==> config.mk <==
export PLATFORM = sky130hd
export DESIGN_NAME = pgb_config_bank
export DESIGN_NICKNAME = d
export VERILOG_FILES = /design/src/pgb_pkg.sv /design/src/pgb_delay_timer.sv /design/src/pgb_config_bank.sv
export SDC_FILE = /design/constraint.sdc
export NUM_CORES = 1
export LEC_CHECK = 0
export ABC_AREA = 1
export BUFFER_PORTS_ARGS = -buffer_cell sky130_fd_sc_hd__buf_2
export CORE_MARGIN = 1
export CORE_UTILIZATION = 31
export DETAILED_ROUTE_END_ITERATION = 8
export GPL_TIMING_DRIVEN = 0
export PLACE_DENSITY = 0.5
export SYNTH_ARGS = -nofsm -noshare
export SYNTH_HDL_FRONTEND = slang
export SYNTH_SLANG_ARGS = --single-unit
==> constraint.sdc <==
create_clock -name ref_clk -period 7.41 [get_ports ref_clk]
set_input_delay 0.3705 -clock ref_clk [delete_from_list [all_inputs] [get_ports ref_clk]]
set_output_delay 0.3705 -clock ref_clk [all_outputs]
set_load 0.02 [all_outputs]
==> src/pgb_pkg.sv <==
// constants and carriers for the power-good / buck-one configuration bank
// assumes a single 25 MHz register-domain clock
package pgb_pkg;

   localparam int unsigned CLK_HZ = 25_000_000;
   localparam int unsigned CLK_KHZ = CLK_HZ / 1000;

   // register offsets
   localparam logic [7:0] OFS_UNLOCK = 8'h0b;
   localparam logic [7:0] OFS_GOOD_STATUS = 8'h0c;
   localparam logic [7:0] OFS_PG_CTRL = 8'h0d;
   localparam logic [7:0] OFS_BUCK1_CTRL = 8'h0e;

   // reset values and the unlock key
   localparam logic [7:0] RST_UNLOCK = 8'h00;
   localparam logic [7:0] RST_PG_CTRL = 8'h0c;
   localparam logic [7:0] RST_BUCK1_CTRL = 8'h18;
   localparam logic [7:0] UNLOCK_KEY = 8'h7d;
   localparam logic [7:0] READ_ZERO = 8'h00;

   // field positions
   localparam int FLD_MASK1 = 3;
   localparam int FLD_MASK2 = 2;
   localparam int FLD_DLY_HI = 1;
   localparam int FLD_EXT = 7;
   localparam int FLD_CODE_HI = 5;
   localparam int FLD_CODE_FIXED = 0;

   // delay codes
   localparam logic [1:0] DLY_SEL_0 = 2'h0;
   localparam logic [1:0] DLY_SEL_1 = 2'h1;
   localparam logic [1:0] DLY_SEL_2 = 2'h2;

   // power-good release delays
   localparam int unsigned DLY0_MS = 20;
   localparam int unsigned DLY1_MS = 100;
   localparam int unsigned DLY2_MS = 200;
   localparam int unsigned DLY3_MS = 400;
   localparam int unsigned DLY0_CYC = DLY0_MS * CLK_KHZ;
   localparam int unsigned DLY1_CYC = DLY1_MS * CLK_KHZ;
   localparam int unsigned DLY2_CYC = DLY2_MS * CLK_KHZ;
   localparam int unsigned DLY3_CYC = DLY3_MS * CLK_KHZ;

   // buck voltage map in millivolts
   localparam logic [5:0] CODE_SEG1 = 6'h18;
   localparam logic [5:0] CODE_SEG2 = 6'h35;
   localparam logic [5:0] CODE_SEG3 = 6'h38;
   localparam logic [11:0] MV_BASE0 = 12'h384;
   localparam logic [11:0] MV_BASE1 = 12'h5dc;
   localparam logic [11:0] MV_BASE2 = 12'hbb8;
   localparam logic [11:0] MV_TOP = 12'hce4;
   localparam logic [11:0] MV_STEP0 = 12'h019;
   localparam logic [11:0] MV_STEP1 = 12'h032;
   localparam logic [11:0] MV_STEP2 = 12'h064;

   typedef struct packed {
      logic first_linear_good_mask;
      logic second_linear_good_mask;
      logic [1:0] good_output_delay;
   } pgb_pg_ctrl_t;

   typedef struct packed {
      logic buck_one_external_adjust;
      logic [5:0] buck_one_voltage_code;
   } pgb_buck_ctrl_t;

endpackage

==> src/pgb_delay_timer.sv <==
// power-good release timer: counts good time against the selected delay
// assumes rails_good is already synchronous to clk
module pgb_delay_timer #(
   parameter int W = 24,
   parameter int unsigned CYC0 = pgb_pkg::DLY0_CYC,
   parameter int unsigned CYC1 = pgb_pkg::DLY1_CYC,
   parameter int unsigned CYC2 = pgb_pkg::DLY2_CYC,
   parameter int unsigned CYC3 = pgb_pkg::DLY3_CYC
) (
   input wire logic ref_clk,
   input wire logic rst,
   input wire logic rails_good,
   input wire logic [1:0] sel,
   output logic released_r
);

   logic [W-1:0] cnt_r;
   logic [W-1:0] limit;

   initial
   begin
      if (W < 2 || W > 31 || CYC3 >= (32'h1 << W) || CYC0 == 0 || CYC1 == 0 || CYC2 == 0)
         $error("pgb_delay_timer: delay counts do not fit the counter");
   end

   always_comb
   begin
      case (sel)
         pgb_pkg::DLY_SEL_0: limit = W'(CYC0);
         pgb_pkg::DLY_SEL_1: limit = W'(CYC1);
         pgb_pkg::DLY_SEL_2: limit = W'(CYC2);
         default: limit = W'(CYC3);
      endcase
   end

   // counter saturates at the limit; any drop restarts the whole delay
   always_ff @(posedge ref_clk or posedge rst)
   begin
      if (rst)
         cnt_r <= '0;
      else if (!rails_good)
         cnt_r <= '0;
      else if (cnt_r < limit)
         cnt_r <= cnt_r + W'(1);
   end

   always_ff @(posedge ref_clk or posedge rst)
   begin
      if (rst)
         released_r <= 1'b0;
      else
         released_r <= rails_good && (cnt_r >= limit);
   end

endmodule

==> src/pgb_config_bank.sv <==
// power-good control and buck-one control registers with unlock protection
// assumes the serial port decodes transactions into one-cycle rd/wr strobes
module pgb_config_bank #(
   parameter int unsigned DLY0_CYC = pgb_pkg::DLY0_CYC,
   parameter int unsigned DLY1_CYC = pgb_pkg::DLY1_CYC,
   parameter int unsigned DLY2_CYC = pgb_pkg::DLY2_CYC,
   parameter int unsigned DLY3_CYC = pgb_pkg::DLY3_CYC
) (
   input wire logic ref_clk,
   input wire logic rst,
   input wire logic reg_wr,
   input wire logic reg_rd,
   input wire logic [7:0] reg_addr,
   input wire logic [7:0] reg_wdata,
   output logic [7:0] reg_rdata_r,
   input wire logic first_linear_good_status,
   input wire logic second_linear_good_status,
   output logic power_good_output_o_r,
   output logic power_good_output_oe_r,
   output logic buck_one_external_adjust_r,
   output logic [5:0] buck_one_voltage_code_r,
   output logic [11:0] buck_one_target_mv_r,
   output logic write_refused_r
);

   pgb_pkg::pgb_pg_ctrl_t pg_ctrl_r;
   pgb_pkg::pgb_buck_ctrl_t buck_ctrl_r;
   logic [7:0] unlock_code_r;
   logic unlocked;
   logic prot_hit;
   logic rails_good;
   logic released;
   logic [11:0] target_nxt;
   logic [7:0] rdata_nxt;
   logic [5:0] code_nxt;

   initial
   begin
      if (DLY0_CYC == 0 || DLY0_CYC > DLY1_CYC || DLY1_CYC > DLY2_CYC || DLY2_CYC > DLY3_CYC)
         $error("pgb_config_bank: delay counts must be nonzero and ascending");
   end

   assign unlocked = (unlock_code_r == pgb_pkg::UNLOCK_KEY);
   assign prot_hit = (reg_addr == pgb_pkg::OFS_PG_CTRL) || (reg_addr == pgb_pkg::OFS_BUCK1_CTRL);

   // unlock register: any write other than to itself consumes it
   always_ff @(posedge ref_clk or posedge rst)
   begin
      if (rst)
         unlock_code_r <= pgb_pkg::RST_UNLOCK;
      else if (reg_wr && reg_addr == pgb_pkg::OFS_UNLOCK)
         unlock_code_r <= reg_wdata;
      else if (reg_wr)
         unlock_code_r <= pgb_pkg::RST_UNLOCK;
   end

   // power-good control; only the low nibble exists, so upper bits cannot be stored
   always_ff @(posedge ref_clk or posedge rst)
   begin
      if (rst)
         pg_ctrl_r <= pgb_pkg::RST_PG_CTRL[3:0];
      else if (reg_wr && reg_addr == pgb_pkg::OFS_PG_CTRL && unlocked)
      begin
         pg_ctrl_r.first_linear_good_mask <= reg_wdata[pgb_pkg::FLD_MASK1];
         pg_ctrl_r.second_linear_good_mask <= reg_wdata[pgb_pkg::FLD_MASK2];
         pg_ctrl_r.good_output_delay <= reg_wdata[pgb_pkg::FLD_DLY_HI:0];
      end
   end

   // buck-one control; bit 6 has no storage and the code lsb is kept
   assign code_nxt = {reg_wdata[pgb_pkg::FLD_CODE_HI:1], buck_ctrl_r.buck_one_voltage_code[pgb_pkg::FLD_CODE_FIXED]};

   always_ff @(posedge ref_clk or posedge rst)
   begin
      if (rst)
      begin
         buck_ctrl_r.buck_one_external_adjust <= pgb_pkg::RST_BUCK1_CTRL[pgb_pkg::FLD_EXT];
         buck_ctrl_r.buck_one_voltage_code <= pgb_pkg::RST_BUCK1_CTRL[pgb_pkg::FLD_CODE_HI:0];
      end
      else if (reg_wr && reg_addr == pgb_pkg::OFS_BUCK1_CTRL && unlocked)
      begin
         buck_ctrl_r.buck_one_external_adjust <= reg_wdata[pgb_pkg::FLD_EXT];
         buck_ctrl_r.buck_one_voltage_code <= code_nxt;
      end
   end

   always_ff @(posedge ref_clk or posedge rst)
   begin
      if (rst)
         write_refused_r <= 1'b0;
      else
         write_refused_r <= reg_wr && prot_hit && !unlocked;
   end

   // read mux; unmapped offsets read zero
   always_comb
   begin
      rdata_nxt = pgb_pkg::READ_ZERO;
      case (reg_addr)
         pgb_pkg::OFS_UNLOCK: rdata_nxt = unlock_code_r;
         pgb_pkg::OFS_GOOD_STATUS: rdata_nxt = {6'h00, first_linear_good_status, second_linear_good_status};
         pgb_pkg::OFS_PG_CTRL: rdata_nxt = {4'h0, pg_ctrl_r};
         pgb_pkg::OFS_BUCK1_CTRL: rdata_nxt = {buck_ctrl_r.buck_one_external_adjust, 1'b0,
                                               buck_ctrl_r.buck_one_voltage_code};
         default: rdata_nxt = pgb_pkg::READ_ZERO;
      endcase
   end

   always_ff @(posedge ref_clk or posedge rst)
   begin
      if (rst)
         reg_rdata_r <= pgb_pkg::READ_ZERO;
      else if (reg_rd)
         reg_rdata_r <= rdata_nxt;
   end

   // voltage map; zero target means the code is not in charge
   always_comb
   begin
      logic [5:0] c;
      c = buck_ctrl_r.buck_one_voltage_code;
      if (buck_ctrl_r.buck_one_external_adjust)
         target_nxt = 12'h000;
      else if (c < pgb_pkg::CODE_SEG1)
         target_nxt = pgb_pkg::MV_BASE0 + 12'(c) * pgb_pkg::MV_STEP0;
      else if (c < pgb_pkg::CODE_SEG2)
         target_nxt = pgb_pkg::MV_BASE1 + 12'(c - pgb_pkg::CODE_SEG1) * pgb_pkg::MV_STEP1;
      else if (c < pgb_pkg::CODE_SEG3)
         target_nxt = pgb_pkg::MV_BASE2 + 12'(c - pgb_pkg::CODE_SEG2) * pgb_pkg::MV_STEP2;
      else
         target_nxt = pgb_pkg::MV_TOP;
   end

   always_ff @(posedge ref_clk or posedge rst)
   begin
      if (rst)
      begin
         buck_one_target_mv_r <= 12'h000;
         buck_one_external_adjust_r <= 1'b0;
         buck_one_voltage_code_r <= 6'h00;
      end
      else
      begin
         buck_one_target_mv_r <= target_nxt;
         buck_one_external_adjust_r <= buck_ctrl_r.buck_one_external_adjust;
         buck_one_voltage_code_r <= buck_ctrl_r.buck_one_voltage_code;
      end
   end

   // a masked rail counts as good
   assign rails_good = (first_linear_good_status || pg_ctrl_r.first_linear_good_mask)
                    && (second_linear_good_status || pg_ctrl_r.second_linear_good_mask);

   pgb_delay_timer #(
      .W(24),
      .CYC0(DLY0_CYC),
      .CYC1(DLY1_CYC),
      .CYC2(DLY2_CYC),
      .CYC3(DLY3_CYC)
   ) u_timer (
      .ref_clk(ref_clk),
      .rst(rst),
      .rails_good(rails_good),
      .sel(pg_ctrl_r.good_output_delay),
      .released_r(released)
   );

   // open drain: enable pulls low, pin value mirrors release
   always_ff @(posedge ref_clk or posedge rst)
   begin
      if (rst)
      begin
         power_good_output_o_r <= 1'b0;
         power_good_output_oe_r <= 1'b1;
      end
      else
      begin
         power_good_output_o_r <= released;
         power_good_output_oe_r <= !released;
      end
   end
endmodule

# == Yosys cells after proc, flatten, opt, wreduce, memory -nomap -nowiden ==
# Index checks and enable logic that the tools add are counted.
# totals
reg_bits,72
in_bits,22
output_inout_bits,30
wordCells,63
# classes
n_addsub,6
n_mul,3
order_cmp,5
eq_ne,8
n_mux,10
n_reduce_logical,16
# ops
op,n
24-bit case mux with 3 select lines,1
12-bit two-way mux,4
24-bit two-way mux,2
8-bit by 4-bit == test with 1-bit output (second input constant),4
8-bit case mux with 4 select lines,1
24-bit by 1-bit adder with 24-bit output (second input constant),1
24-bit greater-or-equal comparator,1
24-bit < comparator,1
8-bit two-way mux,2
10-bit by 11-bit adder with 12-bit output (first input constant),1
11-bit by 12-bit adder with 12-bit output (first input constant),1
12-bit adder (first input constant),1
6-bit < comparator (second input constant),2
12-bit by 5-bit multiplier with 10-bit output (second input constant),1
12-bit by 5-bit multiplier with 11-bit output (second input constant),1
5-bit by 5-bit multiplier with 10-bit output (second input constant),1
1-bit logical AND,9
8-bit by 7-bit == test with 1-bit output (second input constant),1
6-bit by 5-bit subtractor with 7-bit output (second input constant),1
6-bit by 6-bit subtractor with 7-bit output (second input constant),1
6-bit by 5-bit < comparator with 1-bit output (second input constant),1
1-bit logical OR,3
2-bit by 1-bit == test with 1-bit output (second input constant),1
2-bit == test (second input constant),1
other kinds (4),5

# == Longest topological paths before layout ==
# depth
ltp_word,7
mapped_depth,24
mapped_depth_nobuf,23

# == Cells and area by module ==
# A second synthesis with hierarchy kept.
# unflattened
cells_unflattened,863
hier_area_um2,6447.4
# modules_own_cells
mod,n_inst,cells_each,area_per_inst_um2,seq_area_each_um2
pgb_config_bank,1,515,4065.1,1157.4
pgb_delay_timer,1,348,2382.3,625.6

# == Worst setup path before layout ==
# OpenSTA, ideal clock, no wires.
# synth_path
path_type,register -> register
startpoint,register buck_ctrl_r[3] (netlist bit)
endpoint,register buck_one_target_mv_r[11]
setup_ns,0.129
t_arrival_ns,3.576
required_ns,7.281
path_slack_ns,3.705
path_stages_with_launch,22
path_buffers,1
synth_period_minus_slack_ns,3.705
cell_sequence,dfstp_2 -> buf_4 -> inv_1 -> ha_1 -> a21oi_1 -> xor2_1 -> ha_1 -> ha_1 -> inv_1 -> fa_1 -> inv_1 -> ha_1 -> a21oi_1 -> nand3b_1 -> nand2_1 -> inv_1 -> nand2_1 -> inv_1 -> nand2_1 -> nand3_1 -> nand2_1 -> a21oi_2
# synth_via
elab_chain_cells,7
word_cells_on_any_way,15
cone_classes,5 x add/sub; 3 x mul; 3 x order compare; 4 x mux
# synth_lines
element,line_no,source
"start, declared",pgb_config_bank.sv:27,pgb_pkg::pgb_buck_ctrl_t buck_ctrl_r;
6-bit by 6-bit subtractor with 7-bit output,pgb_config_bank.sv:129,target_nxt = pgb_pkg::MV_BASE2 + 12'(c - pgb_pkg::CODE_SEG2) * pgb_pkg::MV_STEP2;
12-bit by 5-bit multiplier with 10-bit output,pgb_config_bank.sv:129,
12-bit adder,pgb_config_bank.sv:129,
12-bit two-way mux,pgb_config_bank.sv:128,else if (c < pgb_pkg::CODE_SEG3)
12-bit two-way mux,pgb_config_bank.sv:126,else if (c < pgb_pkg::CODE_SEG2)
12-bit two-way mux (*),pgb_config_bank.sv:124,else if (c < pgb_pkg::CODE_SEG1)
12-bit two-way mux (*),pgb_config_bank.sv:122,if (buck_ctrl_r.buck_one_external_adjust)
named net target_nxt[11],pgb_config_bank.sv:33,logic [11:0] target_nxt;
"end signal, assigned",pgb_config_bank.sv:144,buck_one_target_mv_r <= target_nxt;
"end, declared",pgb_config_bank.sv:22,"output logic [11:0] buck_one_target_mv_r,"
# Mark *: on every way through the listed nets, which the timed path passes. The rest lies on a longest branch.
# A chain may end at the register's enable or synchronous reset.

# == Worst setup path after layout ==
# Ends and elaborated chain as after synthesis.

==> flow_summary.toml <==
[run_status]
status = "finished, final reports clean"

[grt]
grt_pass1_vias = 5010
grtUsageTotal_pct = 17.0
grt_pass1_wl_um = 26500
antenna_found_initial = 0
grt_max_degree = 45
grt_overflow = 0

[setup_path]
required_ns = 7.63
crit_fanout = 10
cp-start-kind = "flop"
worst-setup-path-type = "reg2reg"
worstSetupEndpointType = "flop"
critPathArrivalTime_ns = 4.64

[final_layout]
fin_area_um2 = 7130
antennaDiodeCount = 0
area_delta_synth_final_pct = 15.3
drive_gt1_share_pct = 11.4
nets = 990

[cts]
numCtsBuffers = 9
cts_resized = 0
htree_levels = 3
cts_setup_buffers = 0
insertion_delay_ns = 0.35
cts_tree = "done"
clockBufferDepth = 2
cts_root_buf = "clkbuf_16"
cts_hold_buffers = 0
clock_sinks = 71
clkTransAtPathRegs_ns = 0.07

[sta]
worstMarginPinSlew_ns = 0.532
fin_worst_skew_ns = 0.0128
hold_ws_ns = 0.0225
hold_viol_final = 0
max_freq_mhz = 227
setup_violations = 0
layout_min_cycle_time_ns = 4.41
rsz0062_at_grt = "no"
period_share_pct = 59.6
slew_violations = 0
slew-limit-headroom_pct = 64.6
tns_ns = 0

[yosys]
synth_top_flop_cell = "dfrtp_1"
synth_seq_area_share_pct = 28.8
synth.ff_latch_count = 71
synth_area_um2 = 6180
synth_cells = 817
yosys.area.top_type_share_pct = 26.7
synthArstFlopShare_pct = 100
ys_types = 47
synth_edf_count = 0
yosys.area.top_type = "dfrtp_1"
ys_top_cells_by_area = "dfrtp_1 27%, ha_1 16%, nand2_1 13%"
syn_avg_cell_area_um2 = 7.57
ys_warn_count = 0

[floorplanning]
num_rows = 51
ioPinCount = 52
die_y_um = 143
core_area_um2 = 19500
dieArea_um2 = 20500
die_w_um = 143
start_util_pct = 31.7

[placement]
post_dp_cell_area_um2 = 6790
port_buffers = 48
hpwl_um = 12800
gp_congestion = 0.891

[drt]
postRouteAntennaNets = 0
wl_per_cell_um = 14.1
drt-total-wl_um = 16200
drt_iter0_markers = 244
drc_errors = 0
vias = 5294
vias_per_cell = 4.61
dr.pass1.iters = 5

[power]
finalPower_mw = 0.942
power_per_cell_area_nw_per_um2 = 132
vdd_drop_max_mv = 0.100
leakage_nw = 3.75

[run]
drv_cap = 0

[min_path]
hp-class = "in2async"
synthesized netlist by cell type, types with 4 or more instances:
cell / count
a21oi_1: 30
buf_2: 5
buf_4: 5
buf_6: 4
clkbuf_1: 4
dfrtp_1: 66
dfstp_2: 5
fa_1: 10
ha_1: 80
inv_1: 121
nand2_1: 208
nand3_1: 77
nand3b_1: 17
nand4_1: 10
nor2_1: 43
nor3_1: 16
o21ai_0: 30
o22ai_1: 9
xnor2_1: 11
xor2_1: 29
flip-flops by register name, summed over array words and instances, names as in the netlist:
register	count
u_timer.released_r	1
buck_one_target_mv_r	11
buck_one_external_adjust_r	1
unlock_code_r	8
buck_ctrl_r	6
write_refused_r	1
power_good_output_oe_r	1
u_timer.cnt_r	24
buck_one_voltage_code_r	5
reg_rdata_r	8
pg_ctrl_r	4
power_good_output_o_r	1
critical path: stages (launching register included):
cell	delay (ns)
dfstp_2	0.61
buf_4	0.23
inv_1	0.15
ha_1	0.25
a21oi_1	0.24
xor2_1	0.33
ha_1	0.30
ha_1	0.28
inv_1	0.05
fa_1	0.53
inv_1	0.04
ha_1	0.33
a21oi_1	0.21
nand2_1	0.07
nor2_1	0.11
nand3_1	0.13
nand3_1	0.11
nand3_1	0.12
nand2_1	0.12
a21oi_2	0.06
metal layers:
layer	track usage [%]	vias up	part of all wire, %
met3	3.02	9	3.7
met2	25.4	99	43
met1	24.8	2409	53
met4	4.42	0	0.94
li1	-	2777	-
met5	0	-	0
final cells by class:
| type | instances | area [um2] |
|---|---|---|
| plain buffers | 19 | 126 |
| clock buffers | 10 | 229 |
| clock inverters | 6 | 109 |
| fillers | 2139 | 12400 |
| inverters | 123 | 464 |
| multi-input cells | 605 | 3820 |
| flip-flops and latches | 71 | 1780 |
| well taps | 265 | 332 |
| repair buffers | 49 | 268 |
per-stage QoR:
stage / setup slack (ns) / cells / util [%]
4_1_cts: 3.01 / 1148 / 36.5
3_5_place_dp: 3.04 / 1132 / 34.8
2_1_floorplan: 3.70 / 818 / -
3_3_place_gp: 3.02 / 1131 / 34.6
6_report: 3.00 / 1148 / 36.5
5_1_grt: 2.63 / 1148 / 36.5
final timing paths:
check	slack, ns	depth (start not counted)	from	to
max in group asynchronous	6.77	3	rst	buck_ctrl_r[4]
min in group ref_clk	0.29	3	reg_wdata[6]	unlock_code_r[6]
hold reg to reg	0.37	0	buck_ctrl_r[6]	buck_one_external_adjust_r
hold / removal	0.02	2	rst	buck_one_target_mv_r[4]
setup / recovery	3.00	19	buck_ctrl_r[3]	buck_one_target_mv_r[11]
setup reg to reg	3.00	19	buck_ctrl_r[3]	buck_one_target_mv_r[11]
cells in the final DEF (no fill, tap or decap), types with 2 or more instances in the layout:
master / Yosys / final
bufinv_16: 0 / 3
nand3_1: 77 / 77
nand2_1: 208 / 208
a211oi_1: 3 / 3
nand3b_1: 17 / 17
o21ai_2: 2 / 2
or2_2: 2 / 2
o31ai_1: 2 / 2
buf_6: 4 / 4
o22ai_1: 9 / 9
buf_4: 5 / 5
ha_1: 80 / 80
nand4_1: 10 / 10
clkinv_2: 0 / 2
o21a_1: 2 / 2
nor3_1: 16 / 16
fa_1: 10 / 10
o21ai_1: 2 / 2
a21oi_1: 30 / 30
xor2_1: 29 / 29
inv_2: 2 / 2
xnor2_1: 11 / 11
nor3_4: 2 / 2
dfrtp_1: 66 / 66
o21ai_0: 30 / 30
inv_1: 121 / 120
nor2_1: 43 / 43
nor4_1: 2 / 2
buf_2: 5 / 53
conb_1: 1 / 2
dfstp_2: 5 / 5
clkbuf_16: 0 / 9
clkbuf_1: 4 / 5
where the power goes:
group          internal [mW]  switching [mW]  leakage (nW)  total (mW)
clock                  0.329           0.182         0.166       0.511
sequential             0.389        0.000884         0.952       0.390
combinational         0.0125          0.0290          2.63      0.0415
kinds of logic after synthesis:
kind of cell    share of synthesized area, %
simple gates                            28.1
buf+inv                                 9.51
fa+ha+maj                               19.4
compound gates                          8.44
flops                                   28.8
xor+xnor                                5.67
other cells                           0.0606
(Power assumes the default switching activity.)
